==> config.mk <==
export PLATFORM = sky130hd
export DESIGN_NAME = priority_crossbar_port_mux
export DESIGN_NICKNAME = d
export VERILOG_FILES = /design/src/xbar_pkg.sv /design/src/priority_crossbar_port_mux.sv
export VERILOG_INCLUDE_DIRS = /design/src /design/src/src
export SDC_FILE = /design/constraint.sdc
export NUM_CORES = 1
export LEC_CHECK = 0
export BUFFER_PORTS_ARGS = -buffer_cell sky130_fd_sc_hd__buf_2
export CORE_MARGIN = 4
export CORE_UTILIZATION = 40
export DETAILED_ROUTE_END_ITERATION = 8
export RECOVER_POWER = 100
export REMOVE_ABC_BUFFERS = 1
export SYNTH_ARGS = -nofsm -noshare
export SYNTH_HDL_FRONTEND = slang
export SYNTH_SLANG_ARGS = --single-unit
==> constraint.sdc <==
create_clock -name core_clk_i -period 3.59 [get_ports core_clk_i]
set_input_delay 0.5385 -clock core_clk_i [delete_from_list [all_inputs] [get_ports core_clk_i]]
set_output_delay 0.5385 -clock core_clk_i [all_outputs]
set_load 0.005 [all_outputs]
==> src/xbar_map.svh <==
// Overview of operation
// [RULE_01] fixed priority order of peripheral signals
// [RULE_02] lowest free unskipped pin per signal
// [RULE_03] serial transmit pin 4, receive pin 5
// [RULE_04] assigned pins passed over by later signals
// [RULE_05] skip bit set treats pin as assigned
// [RULE_06] only pins 0 to 6 skippable
// [RULE_07] bus enable places data and clock both
// [RULE_08] leftover pins act as general-purpose pins
// [RULE_09] software skips pins claimed outside crossbar
// [RULE_10] software configures modes, skips, enables, then enable
// [RULE_11] input mode 1 digital, reset digital
// [RULE_12] analog pin: no pullup, driver, receiver
// [RULE_13] driver type from output-mode bit, except bus data and clock
// [RULE_14] bus data and clock always open-drain
// [RULE_15] pullup on open-drain pins unless disabled
// [RULE_16] pullup off while pin drives low
// [RULE_17] crossbar disabled: all pins plain inputs
// [RULE_18] output drivers off while crossbar disabled
// [RULE_19] enable activates routing from current settings
// [RULE_20] software skips every analog input pin
// [RULE_21] analog pin reads back as zero
// [RULE_22] capture select routes zero to three outputs
// [RULE_23] signals without free pin are dropped
// [RULE_24] routing recomputed clock edge after change
`ifndef XBAR_MAP_SVH
`define XBAR_MAP_SVH
`define XB_PINS        8
`define XB_SIGS        13
`define XB_IDXW        4
`define XB_TX_PIN      3'h4
`define XB_RX_PIN      3'h5
`define XB_SKIP_MASK   8'h7F
`define XB_NONE        4'hF
`define XB_S_TX        0
`define XB_S_RX        1
`define XB_S_SDA       2
`define XB_S_SCL       3
`define XB_S_CMP       4
`define XB_S_CMPA      5
`define XB_S_SYSCLK    6
`define XB_S_CAP0      7
`define XB_S_CAP1      8
`define XB_S_CAP2      9
`define XB_S_ECI       10
`define XB_S_T0        11
`define XB_S_T1        12
`endif

==> src/xbar_pkg.sv <==
package xbar_pkg;
	typedef logic [3:0] sig_idx_t;
	typedef logic [7:0] pin_vec_t;
endpackage

==> src/priority_crossbar_port_mux.sv <==
`timescale 1ns/1ps
`default_nettype none
`include "xbar_map.svh"
module priority_crossbar_port_mux
(
	// clock and reset
	input  wire logic              core_clk_i,
	input  wire logic              rst_i,
	// configuration
	input  wire logic [7:0]        pin_skip_reg_i,
	input  wire logic [7:0]        periph_route_reg_a_i,
	input  wire logic [7:0]        periph_route_reg_b_i,
	input  wire logic [7:0]        port_input_mode_i,
	input  wire logic [7:0]        port_output_mode_i,
	input  wire logic [7:0]        port_latch_i,
	// peripheral outputs toward pins
	input  wire logic              serial_transmit_out_i,
	input  wire logic              bus_data_out_i,
	input  wire logic              bus_clock_out_i,
	input  wire logic              comparator_out_i,
	input  wire logic              comparator_async_out_i,
	input  wire logic              sysclk_out_i,
	input  wire logic [2:0]        capture_out_i,
	// peripheral inputs from pins
	output logic                   serial_receive_in_o,
	output logic                   bus_data_in_o,
	output logic                   bus_clock_in_o,
	output logic [2:0]             capture_in_o,
	output logic                   counter_external_input_o,
	output logic                   timer_zero_input_o,
	output logic                   timer_one_input_o,
	// pads
	input  wire logic [7:0]        pad_i,
	output logic [7:0]             pad_o,
	output logic [7:0]             pad_oe_o,
	output logic [7:0]             pullup_en_o,
	output logic [7:0]             port_read_o,
	output logic [7:0]             pin_routed_o
);
	// registered configuration and routing
	xbar_pkg::sig_idx_t pin_sig [`XB_PINS];
	xbar_pkg::sig_idx_t next_pin_sig [`XB_PINS];
	xbar_pkg::pin_vec_t sync1, sync2, sync3, pad_sync, next_pad_sync;
	logic [`XB_SIGS-1:0] sig_en;
	logic                xbar_on;
	logic                weak_pullup_disable;
	logic [7:0]          dig_mode;

	// enable vector in priority order (lower index wins)
	always_comb
	begin
		sig_en = '0;
		sig_en[`XB_S_TX]     = periph_route_reg_a_i[0];
		sig_en[`XB_S_RX]     = periph_route_reg_a_i[1];
		sig_en[`XB_S_SDA]    = periph_route_reg_a_i[2]; // see [RULE_07]
		sig_en[`XB_S_SCL]    = periph_route_reg_a_i[2]; // see [RULE_07]
		sig_en[`XB_S_SYSCLK] = periph_route_reg_a_i[3];
		sig_en[`XB_S_CMP]    = periph_route_reg_a_i[4];
		sig_en[`XB_S_CMPA]   = periph_route_reg_a_i[5];
		// capture count 0..3 in order, see [RULE_22]
		sig_en[`XB_S_CAP0]   = |periph_route_reg_a_i[7:6];
		sig_en[`XB_S_CAP1]   = periph_route_reg_a_i[7];
		sig_en[`XB_S_CAP2]   = &periph_route_reg_a_i[7:6];
		sig_en[`XB_S_ECI]    = periph_route_reg_b_i[0];
		sig_en[`XB_S_T0]     = periph_route_reg_b_i[1];
		sig_en[`XB_S_T1]     = periph_route_reg_b_i[2];
	end

	// priority walk; pin 7 skip bit masked off
	always_comb
	begin
		logic [7:0] taken;
		logic       placed;
		taken = pin_skip_reg_i & `XB_SKIP_MASK; // see [RULE_05] [RULE_06]
		placed = 1'b0;
		for (int p = 0; p < `XB_PINS; p++)
			next_pin_sig[p] = `XB_NONE;
		// serial pair is fixed, see [RULE_03]
		if (sig_en[`XB_S_TX])
		begin
			next_pin_sig[`XB_TX_PIN] = xbar_pkg::sig_idx_t'(`XB_S_TX);
			taken[`XB_TX_PIN] = 1'b1;
		end
		if (sig_en[`XB_S_RX])
		begin
			next_pin_sig[`XB_RX_PIN] = xbar_pkg::sig_idx_t'(`XB_S_RX);
			taken[`XB_RX_PIN] = 1'b1;
		end
		// lowest free pin per signal, see [RULE_01] [RULE_02] [RULE_04]
		for (int s = `XB_S_SDA; s < `XB_SIGS; s++)
		begin
			placed = 1'b0;
			for (int p = 0; p < `XB_PINS; p++)
			begin
				if (sig_en[s] && !placed && !taken[p])
				begin
					next_pin_sig[p] = xbar_pkg::sig_idx_t'(s);
					taken[p] = 1'b1;
					placed = 1'b1;
				end
			end
			// unplaced signals dropped, see [RULE_23]
		end
	end

	// registers; routing follows config one edge later, see [RULE_24]
	always_ff @(posedge core_clk_i or posedge rst_i)
	begin
		if (rst_i)
		begin
			for (int p = 0; p < `XB_PINS; p++)
				pin_sig[p] <= `XB_NONE;
			xbar_on             <= 1'b0;
			weak_pullup_disable <= 1'b0;
			dig_mode            <= 8'hFF; // see [RULE_11]
			sync1               <= 8'h00;
			sync2               <= 8'h00;
			sync3               <= 8'h00;
			pad_sync            <= 8'h00;
		end
		else
		begin
			pin_sig             <= next_pin_sig;
			xbar_on             <= periph_route_reg_b_i[6]; // see [RULE_19]
			weak_pullup_disable <= periph_route_reg_b_i[7];
			dig_mode            <= port_input_mode_i; // see [RULE_11]
			sync1               <= pad_i;
			sync2               <= sync1;
			sync3               <= sync2;
			pad_sync            <= next_pad_sync;
		end
	end

	// pad level accepted when stages two and three agree
	always_comb
	begin
		for (int p = 0; p < `XB_PINS; p++)
			next_pad_sync[p] = (sync2[p] == sync3[p]) ? sync3[p] : pad_sync[p];
	end

	// per-pin output driver, enable and pullup
	always_comb
	begin
		logic val;
		logic od;
		logic in_only;
		val = 1'b1;
		od  = 1'b0;
		in_only = 1'b0;
		pin_routed_o = '0;
		for (int p = 0; p < `XB_PINS; p++)
		begin
			// leftover pins are gpio, see [RULE_08]
			val = port_latch_i[p];
			od  = !port_output_mode_i[p]; // see [RULE_13]
			in_only = 1'b0;
			if (pin_sig[p] != `XB_NONE && xbar_on)
				pin_routed_o[p] = 1'b1;
			case (pin_sig[p])
				xbar_pkg::sig_idx_t'(`XB_S_TX):     val = serial_transmit_out_i;
				xbar_pkg::sig_idx_t'(`XB_S_SDA):    val = bus_data_out_i;
				xbar_pkg::sig_idx_t'(`XB_S_SCL):    val = bus_clock_out_i;
				xbar_pkg::sig_idx_t'(`XB_S_CMP):    val = comparator_out_i;
				xbar_pkg::sig_idx_t'(`XB_S_CMPA):   val = comparator_async_out_i;
				xbar_pkg::sig_idx_t'(`XB_S_SYSCLK): val = sysclk_out_i;
				xbar_pkg::sig_idx_t'(`XB_S_CAP0):   val = capture_out_i[0];
				xbar_pkg::sig_idx_t'(`XB_S_CAP1):   val = capture_out_i[1];
				xbar_pkg::sig_idx_t'(`XB_S_CAP2):   val = capture_out_i[2];
				// inputs leave the pin released
				xbar_pkg::sig_idx_t'(`XB_S_RX),
				xbar_pkg::sig_idx_t'(`XB_S_ECI),
				xbar_pkg::sig_idx_t'(`XB_S_T0),
				xbar_pkg::sig_idx_t'(`XB_S_T1):     val = 1'b1;
				default:                            val = port_latch_i[p];
			endcase
			// input-only pins must never drive, even push-pull
			if (pin_sig[p] == xbar_pkg::sig_idx_t'(`XB_S_RX) ||
				pin_sig[p] == xbar_pkg::sig_idx_t'(`XB_S_ECI) ||
				pin_sig[p] == xbar_pkg::sig_idx_t'(`XB_S_T0) ||
				pin_sig[p] == xbar_pkg::sig_idx_t'(`XB_S_T1))
				in_only = 1'b1;
			if (pin_sig[p] == xbar_pkg::sig_idx_t'(`XB_S_SDA) ||
				pin_sig[p] == xbar_pkg::sig_idx_t'(`XB_S_SCL))
				od = 1'b1; // see [RULE_14]
			// disabled crossbar or analog pin: no drive, see [RULE_17]
			pad_o[p] = 1'b0;
			pad_oe_o[p] = 1'b0;
			if (xbar_on && dig_mode[p]) // see [RULE_18] [RULE_12]
			begin
				pad_o[p]    = od ? 1'b0 : val;
				pad_oe_o[p] = in_only ? 1'b0 : (od ? !val : 1'b1);
			end
			// pullup: open-drain or crossbar disabled, not driving low
			pullup_en_o[p] = dig_mode[p] && !weak_pullup_disable
				&& (!xbar_on || od) && !(pad_oe_o[p] && !pad_o[p]); // see [RULE_15] [RULE_16]
		end
	end

	// input side; analog reads zero
	always_comb
	begin
		logic [7:0] rd;
		rd = pad_sync & dig_mode; // see [RULE_21] [RULE_12]
		port_read_o = rd;
		serial_receive_in_o      = 1'b1;
		bus_data_in_o            = 1'b1;
		bus_clock_in_o           = 1'b1;
		capture_in_o             = 3'h0;
		counter_external_input_o = 1'b0;
		timer_zero_input_o       = 1'b0;
		timer_one_input_o        = 1'b0;
		if (xbar_on)
			for (int p = 0; p < `XB_PINS; p++)
				case (pin_sig[p])
					xbar_pkg::sig_idx_t'(`XB_S_RX):   serial_receive_in_o = rd[p];
					xbar_pkg::sig_idx_t'(`XB_S_SDA):  bus_data_in_o = rd[p];
					xbar_pkg::sig_idx_t'(`XB_S_SCL):  bus_clock_in_o = rd[p];
					xbar_pkg::sig_idx_t'(`XB_S_CAP0): capture_in_o[0] = rd[p];
					xbar_pkg::sig_idx_t'(`XB_S_CAP1): capture_in_o[1] = rd[p];
					xbar_pkg::sig_idx_t'(`XB_S_CAP2): capture_in_o[2] = rd[p];
					xbar_pkg::sig_idx_t'(`XB_S_ECI):  counter_external_input_o = rd[p];
					xbar_pkg::sig_idx_t'(`XB_S_T0):   timer_zero_input_o = rd[p];
					xbar_pkg::sig_idx_t'(`XB_S_T1):   timer_one_input_o = rd[p];
					default:                          ;
				endcase
	end

	// checks
	chk_tx_fixed_pin: assert property (@(posedge core_clk_i) disable iff (rst_i)
		periph_route_reg_a_i[0] |=> pin_sig[4] == 4'h0) // see [RULE_03]
		else $error("tx not on pin 4");
	chk_rx_fixed_pin: assert property (@(posedge core_clk_i) disable iff (rst_i)
		periph_route_reg_a_i[1] |=> pin_sig[5] == 4'h1) // see [RULE_03]
		else $error("rx not on pin 5");
	chk_off_no_drive: assert property (@(posedge core_clk_i) disable iff (rst_i)
		!xbar_on |-> pad_oe_o == 8'h00) // see [RULE_18]
		else $error("driver on while disabled");
	chk_analog_quiet: assert property (@(posedge core_clk_i) disable iff (rst_i)
		((pad_oe_o | pullup_en_o | port_read_o) & ~dig_mode) == 8'h00) // see [RULE_12]
		else $error("analog pin active");
	chk_skip_pin0: assert property (@(posedge core_clk_i) disable iff (rst_i)
		$past(pin_skip_reg_i[0]) && !periph_route_reg_a_i[0] |->
		pin_sig[0] == 4'hF) // see [RULE_05]
		else $error("skipped pin assigned");
	chk_first_free: assert property (@(posedge core_clk_i) disable iff (rst_i)
		$past(periph_route_reg_a_i) == 8'h04 && $past(pin_skip_reg_i) == 8'h00
		|-> pin_sig[0] == 4'h2 && pin_sig[1] == 4'h3) // see [RULE_02]
		else $error("bus pins not lowest");
	chk_bus_opendrain: assert property (@(posedge core_clk_i) disable iff (rst_i)
		pin_sig[0] == 4'h2 |-> !(pad_oe_o[0] && pad_o[0])) // see [RULE_14]
		else $error("bus pin drives high");
	chk_pullup_low: assert property (@(posedge core_clk_i) disable iff (rst_i)
		((pad_oe_o & ~pad_o) & pullup_en_o) == 8'h00) // see [RULE_16]
		else $error("pullup on low drive");
endmodule
`default_nettype wire

After elaboration in Yosys (flattened, before gate mapping):

Cells that the tools add are included.

* bits in registers: 74
* bits of input ports: 67
* logic and storage cells: 1003
* output and inout port bits: 49

* equality and inequality tests: 112
* mux-type cells: 400
* reductions and logical operators: 468
* bitwise operators: 1

Operators with widths (number)
* two-way mux 4 bit: 90
* two-way mux 1 bit: 301
* logical AND 1 bit: 212
* logical NOT 1 bit: 198
* equality test 4 bit (second input constant): 40
* equality test 4 x 3 -> 1 bit (second input constant): 32
* one-hot mux 1 bit (10 select lines): 8
* equality test 4 x 2 -> 1 bit (second input constant): 16
* logical OR 1 bit: 40
* equality test 4 x 1 -> 1 bit (second input constant): 8
* logical NOT 4 bit: 8
* inequality test 4 bit (second input constant): 8
* OR reduction 4 bit: 8
* bitwise AND 8 bit: 1
* equality test 1 bit: 8
* two-way mux 3 bit: 1
* AND reduction 2 bit: 1
* OR reduction 2 bit: 1

Longest topological paths before layout:

* depth after elaboration: 61
* depth in mapped cells: 16
* mapped depth without buffers: 11

Least setup slack after synthesis:

OpenSTA, ideal clock, no wires.

* path type: input to register
* from: in pin_skip_reg_i[0]
* to: reg pin_sig[1] in the netlist's numbering
* path buffers: 3
* data required time: 3505 ps
* cell stages on the path: 13
* data arrival time: 3205 ps
* setup time: 85 ps
* setup slack: 300 ps
* path through: buf_6 maj3_1 o221a_2 and3_4 buf_6 maj3_2 or3_1 buf_6 o32ai_2 a31oi_2 nand2b_4 a211oi_2 nor3_1

RTL lines
* from (decl): line priority_crossbar_port_mux.sv:10 `input wire logic [7:0] pin_skip_reg_i,`
* to (signal, indexed assignment): line priority_crossbar_port_mux.sv:112 `` pin_sig[p] <= `XB_NONE; ``
* to (signal assigned): line priority_crossbar_port_mux.sv:123 `pin_sig <= next_pin_sig;`
* to (decl): line priority_crossbar_port_mux.sv:41 `` xbar_pkg::sig_idx_t pin_sig [`XB_PINS]; ``

==> summary.md <==
| Metric | Value |
|---|---|
| Worst r2r dst | pad_sync[1]$_DFFE_PP0N_ |
| IO Pins | 116 |
| Initial antenna violation count | 0 |
| Largest area contributor in the netlist | dfstp_2 |
| Sink Count | 74 |
| DP Worst Slack | -0.0765 ns |
| Levels on crit path | 14 |
| Synthesized area per cell | 7.30 µm² |
| Fin util | 0.491 |
| Row cnt | 49 |
| Vias | 8160 |
| Dpl hpwl | 19.1 mm |
| Post-layout nets | roughly 1200 |
| LEAKAGE | 3.66 nW |
| F_max | ~0.3 GHz |
| Seq/Total Area, Yosys | 0.253 |
| CTS clk-pin slew, worst paths | 0.06 ns |
| FF-to-FF setup slack | 2.64 ns |
| Critical Path Start Type | input pin |
| DRT iter0 DRCs | 613 |
| Htree depth | 3 |
| Grt total ovfl | 0 |
| Distinct cells, synth | 94 |
| Die Span Y | between 100 and 150 µm |
| Die area | 0.0210 mm² |
| Total power | 0.00324 W |
| DRT antenna net count | 0 |
| Placed inst area | 0.00869 mm² |
| Area delta synth->final | 18.9% |
| RSZ-0062 raised after global routing | false |
| Port bufs | 111 |
| EDFF count, synth | 0 |
| Worst r2r src | pad_sync[1]$_DFFE_PP0N_ |
| CP dominant cell by count | buf_4 |
| Peak VDD IR | 0.250 mV |
| Top cells by area, synth | dfstp_2, dfrtp_1, nor2_1, nand2_1, a21oi_1 |
| Post-Syn Area | 0.00752 mm² |
| CP bufs+invs | 5 |
| Setup crit end kind | register |
| Area of the core | roughly 0.018 mm² |
| CTS root buf | clkbuf_16 |
| Total Wirelength | 24.2 mm |
| Clock Latency Late Sink | 0.33 ns |
| Largest net degree at the start of global routing | 40 |
| Async S/R FF share, synth | 1.00 |
| Chip Width | 145 µm |
| PD cells | 362 mW/mm² |
| First-pass GRT wire length | 39.5 mm |
| Tot GR Track Use | 0.224 |
| Max cap viols | 1 |
| Yosys reg bits | 74 |
| Worst-path fanout max | 11 |
| Fraction of layout cells with a size suffix above 1 | 0.224 |
| Slew margin rel. | -0.0255 |
| Critical path arrival | 3.53 ns |
| Slowest-stage cell, CP | or4_4 |
| Worst min path class | in -> reg |
| Final min period | 3.35 ns |
| Skew final | just over 0.007 ns |
| Synthesized instance count | 1029 |
| Clk buf depth | 2 |
| Routability cong. | just over 0.9 |
| Drc violations | 0 |
| Hold Vio Cnt, Final | 0 |
| Status | finished with violations |
| Slew at the pin with the worst max-slew slack | 1.54 ns |
| Most common cell after layout, fill and taps aside | nor2_1 |
| Final setup TNS | 0 ns |
| Hold_sp | port_input_mode_i[1] |
| # fillers | roughly 1900 |
| Most frequent cells in the layout | nor2_1, nand2_1, buf_2, a21oi_1, buf_4 |
| Period utilization | 0.933 |
| Failing checks | capacitance limit, slew limit |
| Setup CP Type | in -> reg |
| Ant diodes | 0 |
| FF-to-FF path depth | 1 |
| Average wire per standard cell | 17.4 µm |
| Setup violators final | 0 |
| Synth top area share | 0.140 |
| Crit path cell chain | buf_2 > clkbuf_1 > or4_4 > or2_0 > buf_4 > maj3_1 > o22a_1 > o311ai_0 > buf_4 > nor2_1 > buf_4 > nand2_1 > o21ai_1 > a2111oi_1 |
| Top_reg_cell synth | dfstp_2 |
| Ys Warns | 0 |
| Hold Crit Depth | 1 |
| Slew Viols, Final | 37 |
| WP data required | ~3.8 ns |
| TritonCTS clock tree | yes |
| Top delay family on crit path | compound AO/OA/AOI/OAI gates |
| Initial Util | 0.413 |
| TritonCTS Buffers | 9 |
| Slowest Stage Delay on Critical Path | 0.45 ns |
| Hold endpoint | dig_mode[1]$_DFF_PP1_ |
| Initial DRT Pass Iterations | 7 |
| Final Worst Setup Slack | 0.241 ns |
| Vias in the first global route | 7459 |
| Routed vias/inst | roughly 5.9 |
| Design area | about 0.0089 mm² |
-- per-stage QoR --
stage / hold WS, ns / instances
detailed placement: 0.335 / 1375
CTS: 0.282 / 1391
finish: 0.303 / 1391
global placement: 0.334 / 1375
global route: 0.287 / 1391
floorplan: 0.331 / 947
-- repair_timing --
item / 4_1_cts / 5_1_grt
endpoints found under the hold margin: 0 / 0
setup endpoints to repair: 0 / 2
hold buffers: 0 / 0
buffers inserted: 0 / 0
resized for setup: 0 / 2
-- report_power, final --
group / total (W) / switching [W] / internal (W)
Clock: 0.000925 / 0.000372 / 0.000552
Combinational: 0.00117 / 0.000672 / 0.000501
Sequential: 0.00114 / 0.000194 / 0.000948
Total: 0.00324 / 0.00124 / 0.00200
-- state kept, by name, summed over array words and instances (netlist names) --
name	cells
sync2	8
xbar_on	1
sync1	8
sync3	8
weak_pullup_disable	1
dig_mode	8
pin_sig	32
pad_sync	8
-- cell families after synthesis --
family | share of synthesized area
AND/OR/NAND/NOR | 0.290
AO/OA/AOI/OAI | 0.314
buffers and inverters | 0.0654
flip-flops | 0.253
multiplexers | 0.0473
adder cells (fa/ha/maj) | 0.0231
XOR/XNOR | 0.00699
-- how the worst max path moves through the flow --
stage | start | endpoint | slack (ns)
final | pin_skip_reg_i[0] | pin_sig[8]$_DFF_PP1_ | 0.24
after global routing | dig_mode[0]$_DFF_PP1_ | capture_in_o[1] | 0.03
after CTS | dig_mode[0]$_DFF_PP1_ | capture_in_o[1] | 0.18
after detailed placement | pin_skip_reg_i[0] | pin_sig[9]$_DFF_PP1_ | -0.08
after global placement | pin_skip_reg_i[0] | pin_sig[9]$_DFF_PP1_ | 0.009
after floorplan | pin_skip_reg_i[1] | pin_sig[1]$_DFF_PP1_ | 0.25
-- per-layer routing --
metal | up-vias | share of wire | global-route usage | routed length (µm)
met5 | - | 0 | 0 | 0
met4 | 0 | 0.011 | 0.0489 | 275
met3 | 18 | 0.054 | 0.0246 | 1300
met2 | 289 | 0.46 | 0.365 | 11200
met1 | 3791 | 0.47 | 0.321 | 11400
li1 | 4062 | - | - | -
-- cells in the mapped netlist, types with 10 or more instances --
master    count
a31oi_1      17
o31ai_1      11
o22ai_1      12
nand3_1      21
nand2b_1     19
mux2i_1      31
o21ai_0      58
buf_2        12
nor2_1      129
clkbuf_1     57
o211ai_1     12
nand2_1     128
dfstp_2      40
a21oi_1      81
nor3b_1      13
a22oi_1      10
a211oi_1     27
nor4_1       10
nor3_1       54
and2_1       10
maj3_1       14
inv_1        28
dfrtp_1      34
nor2b_1      14
-- area by class of cell --
type                       instances  area (µm²)  share of cell area
multi-input combinational        844        5110               0.572
tap                              229         287              0.0321
clock inverter                     7        86.3             0.00966
clock buffer                       9         225              0.0252
timing repair buffer             199        1210               0.136
sequential                        74        1900               0.213
inverter                          29         109              0.0122
No activity file was read; power rests on OpenSTA's default activity.
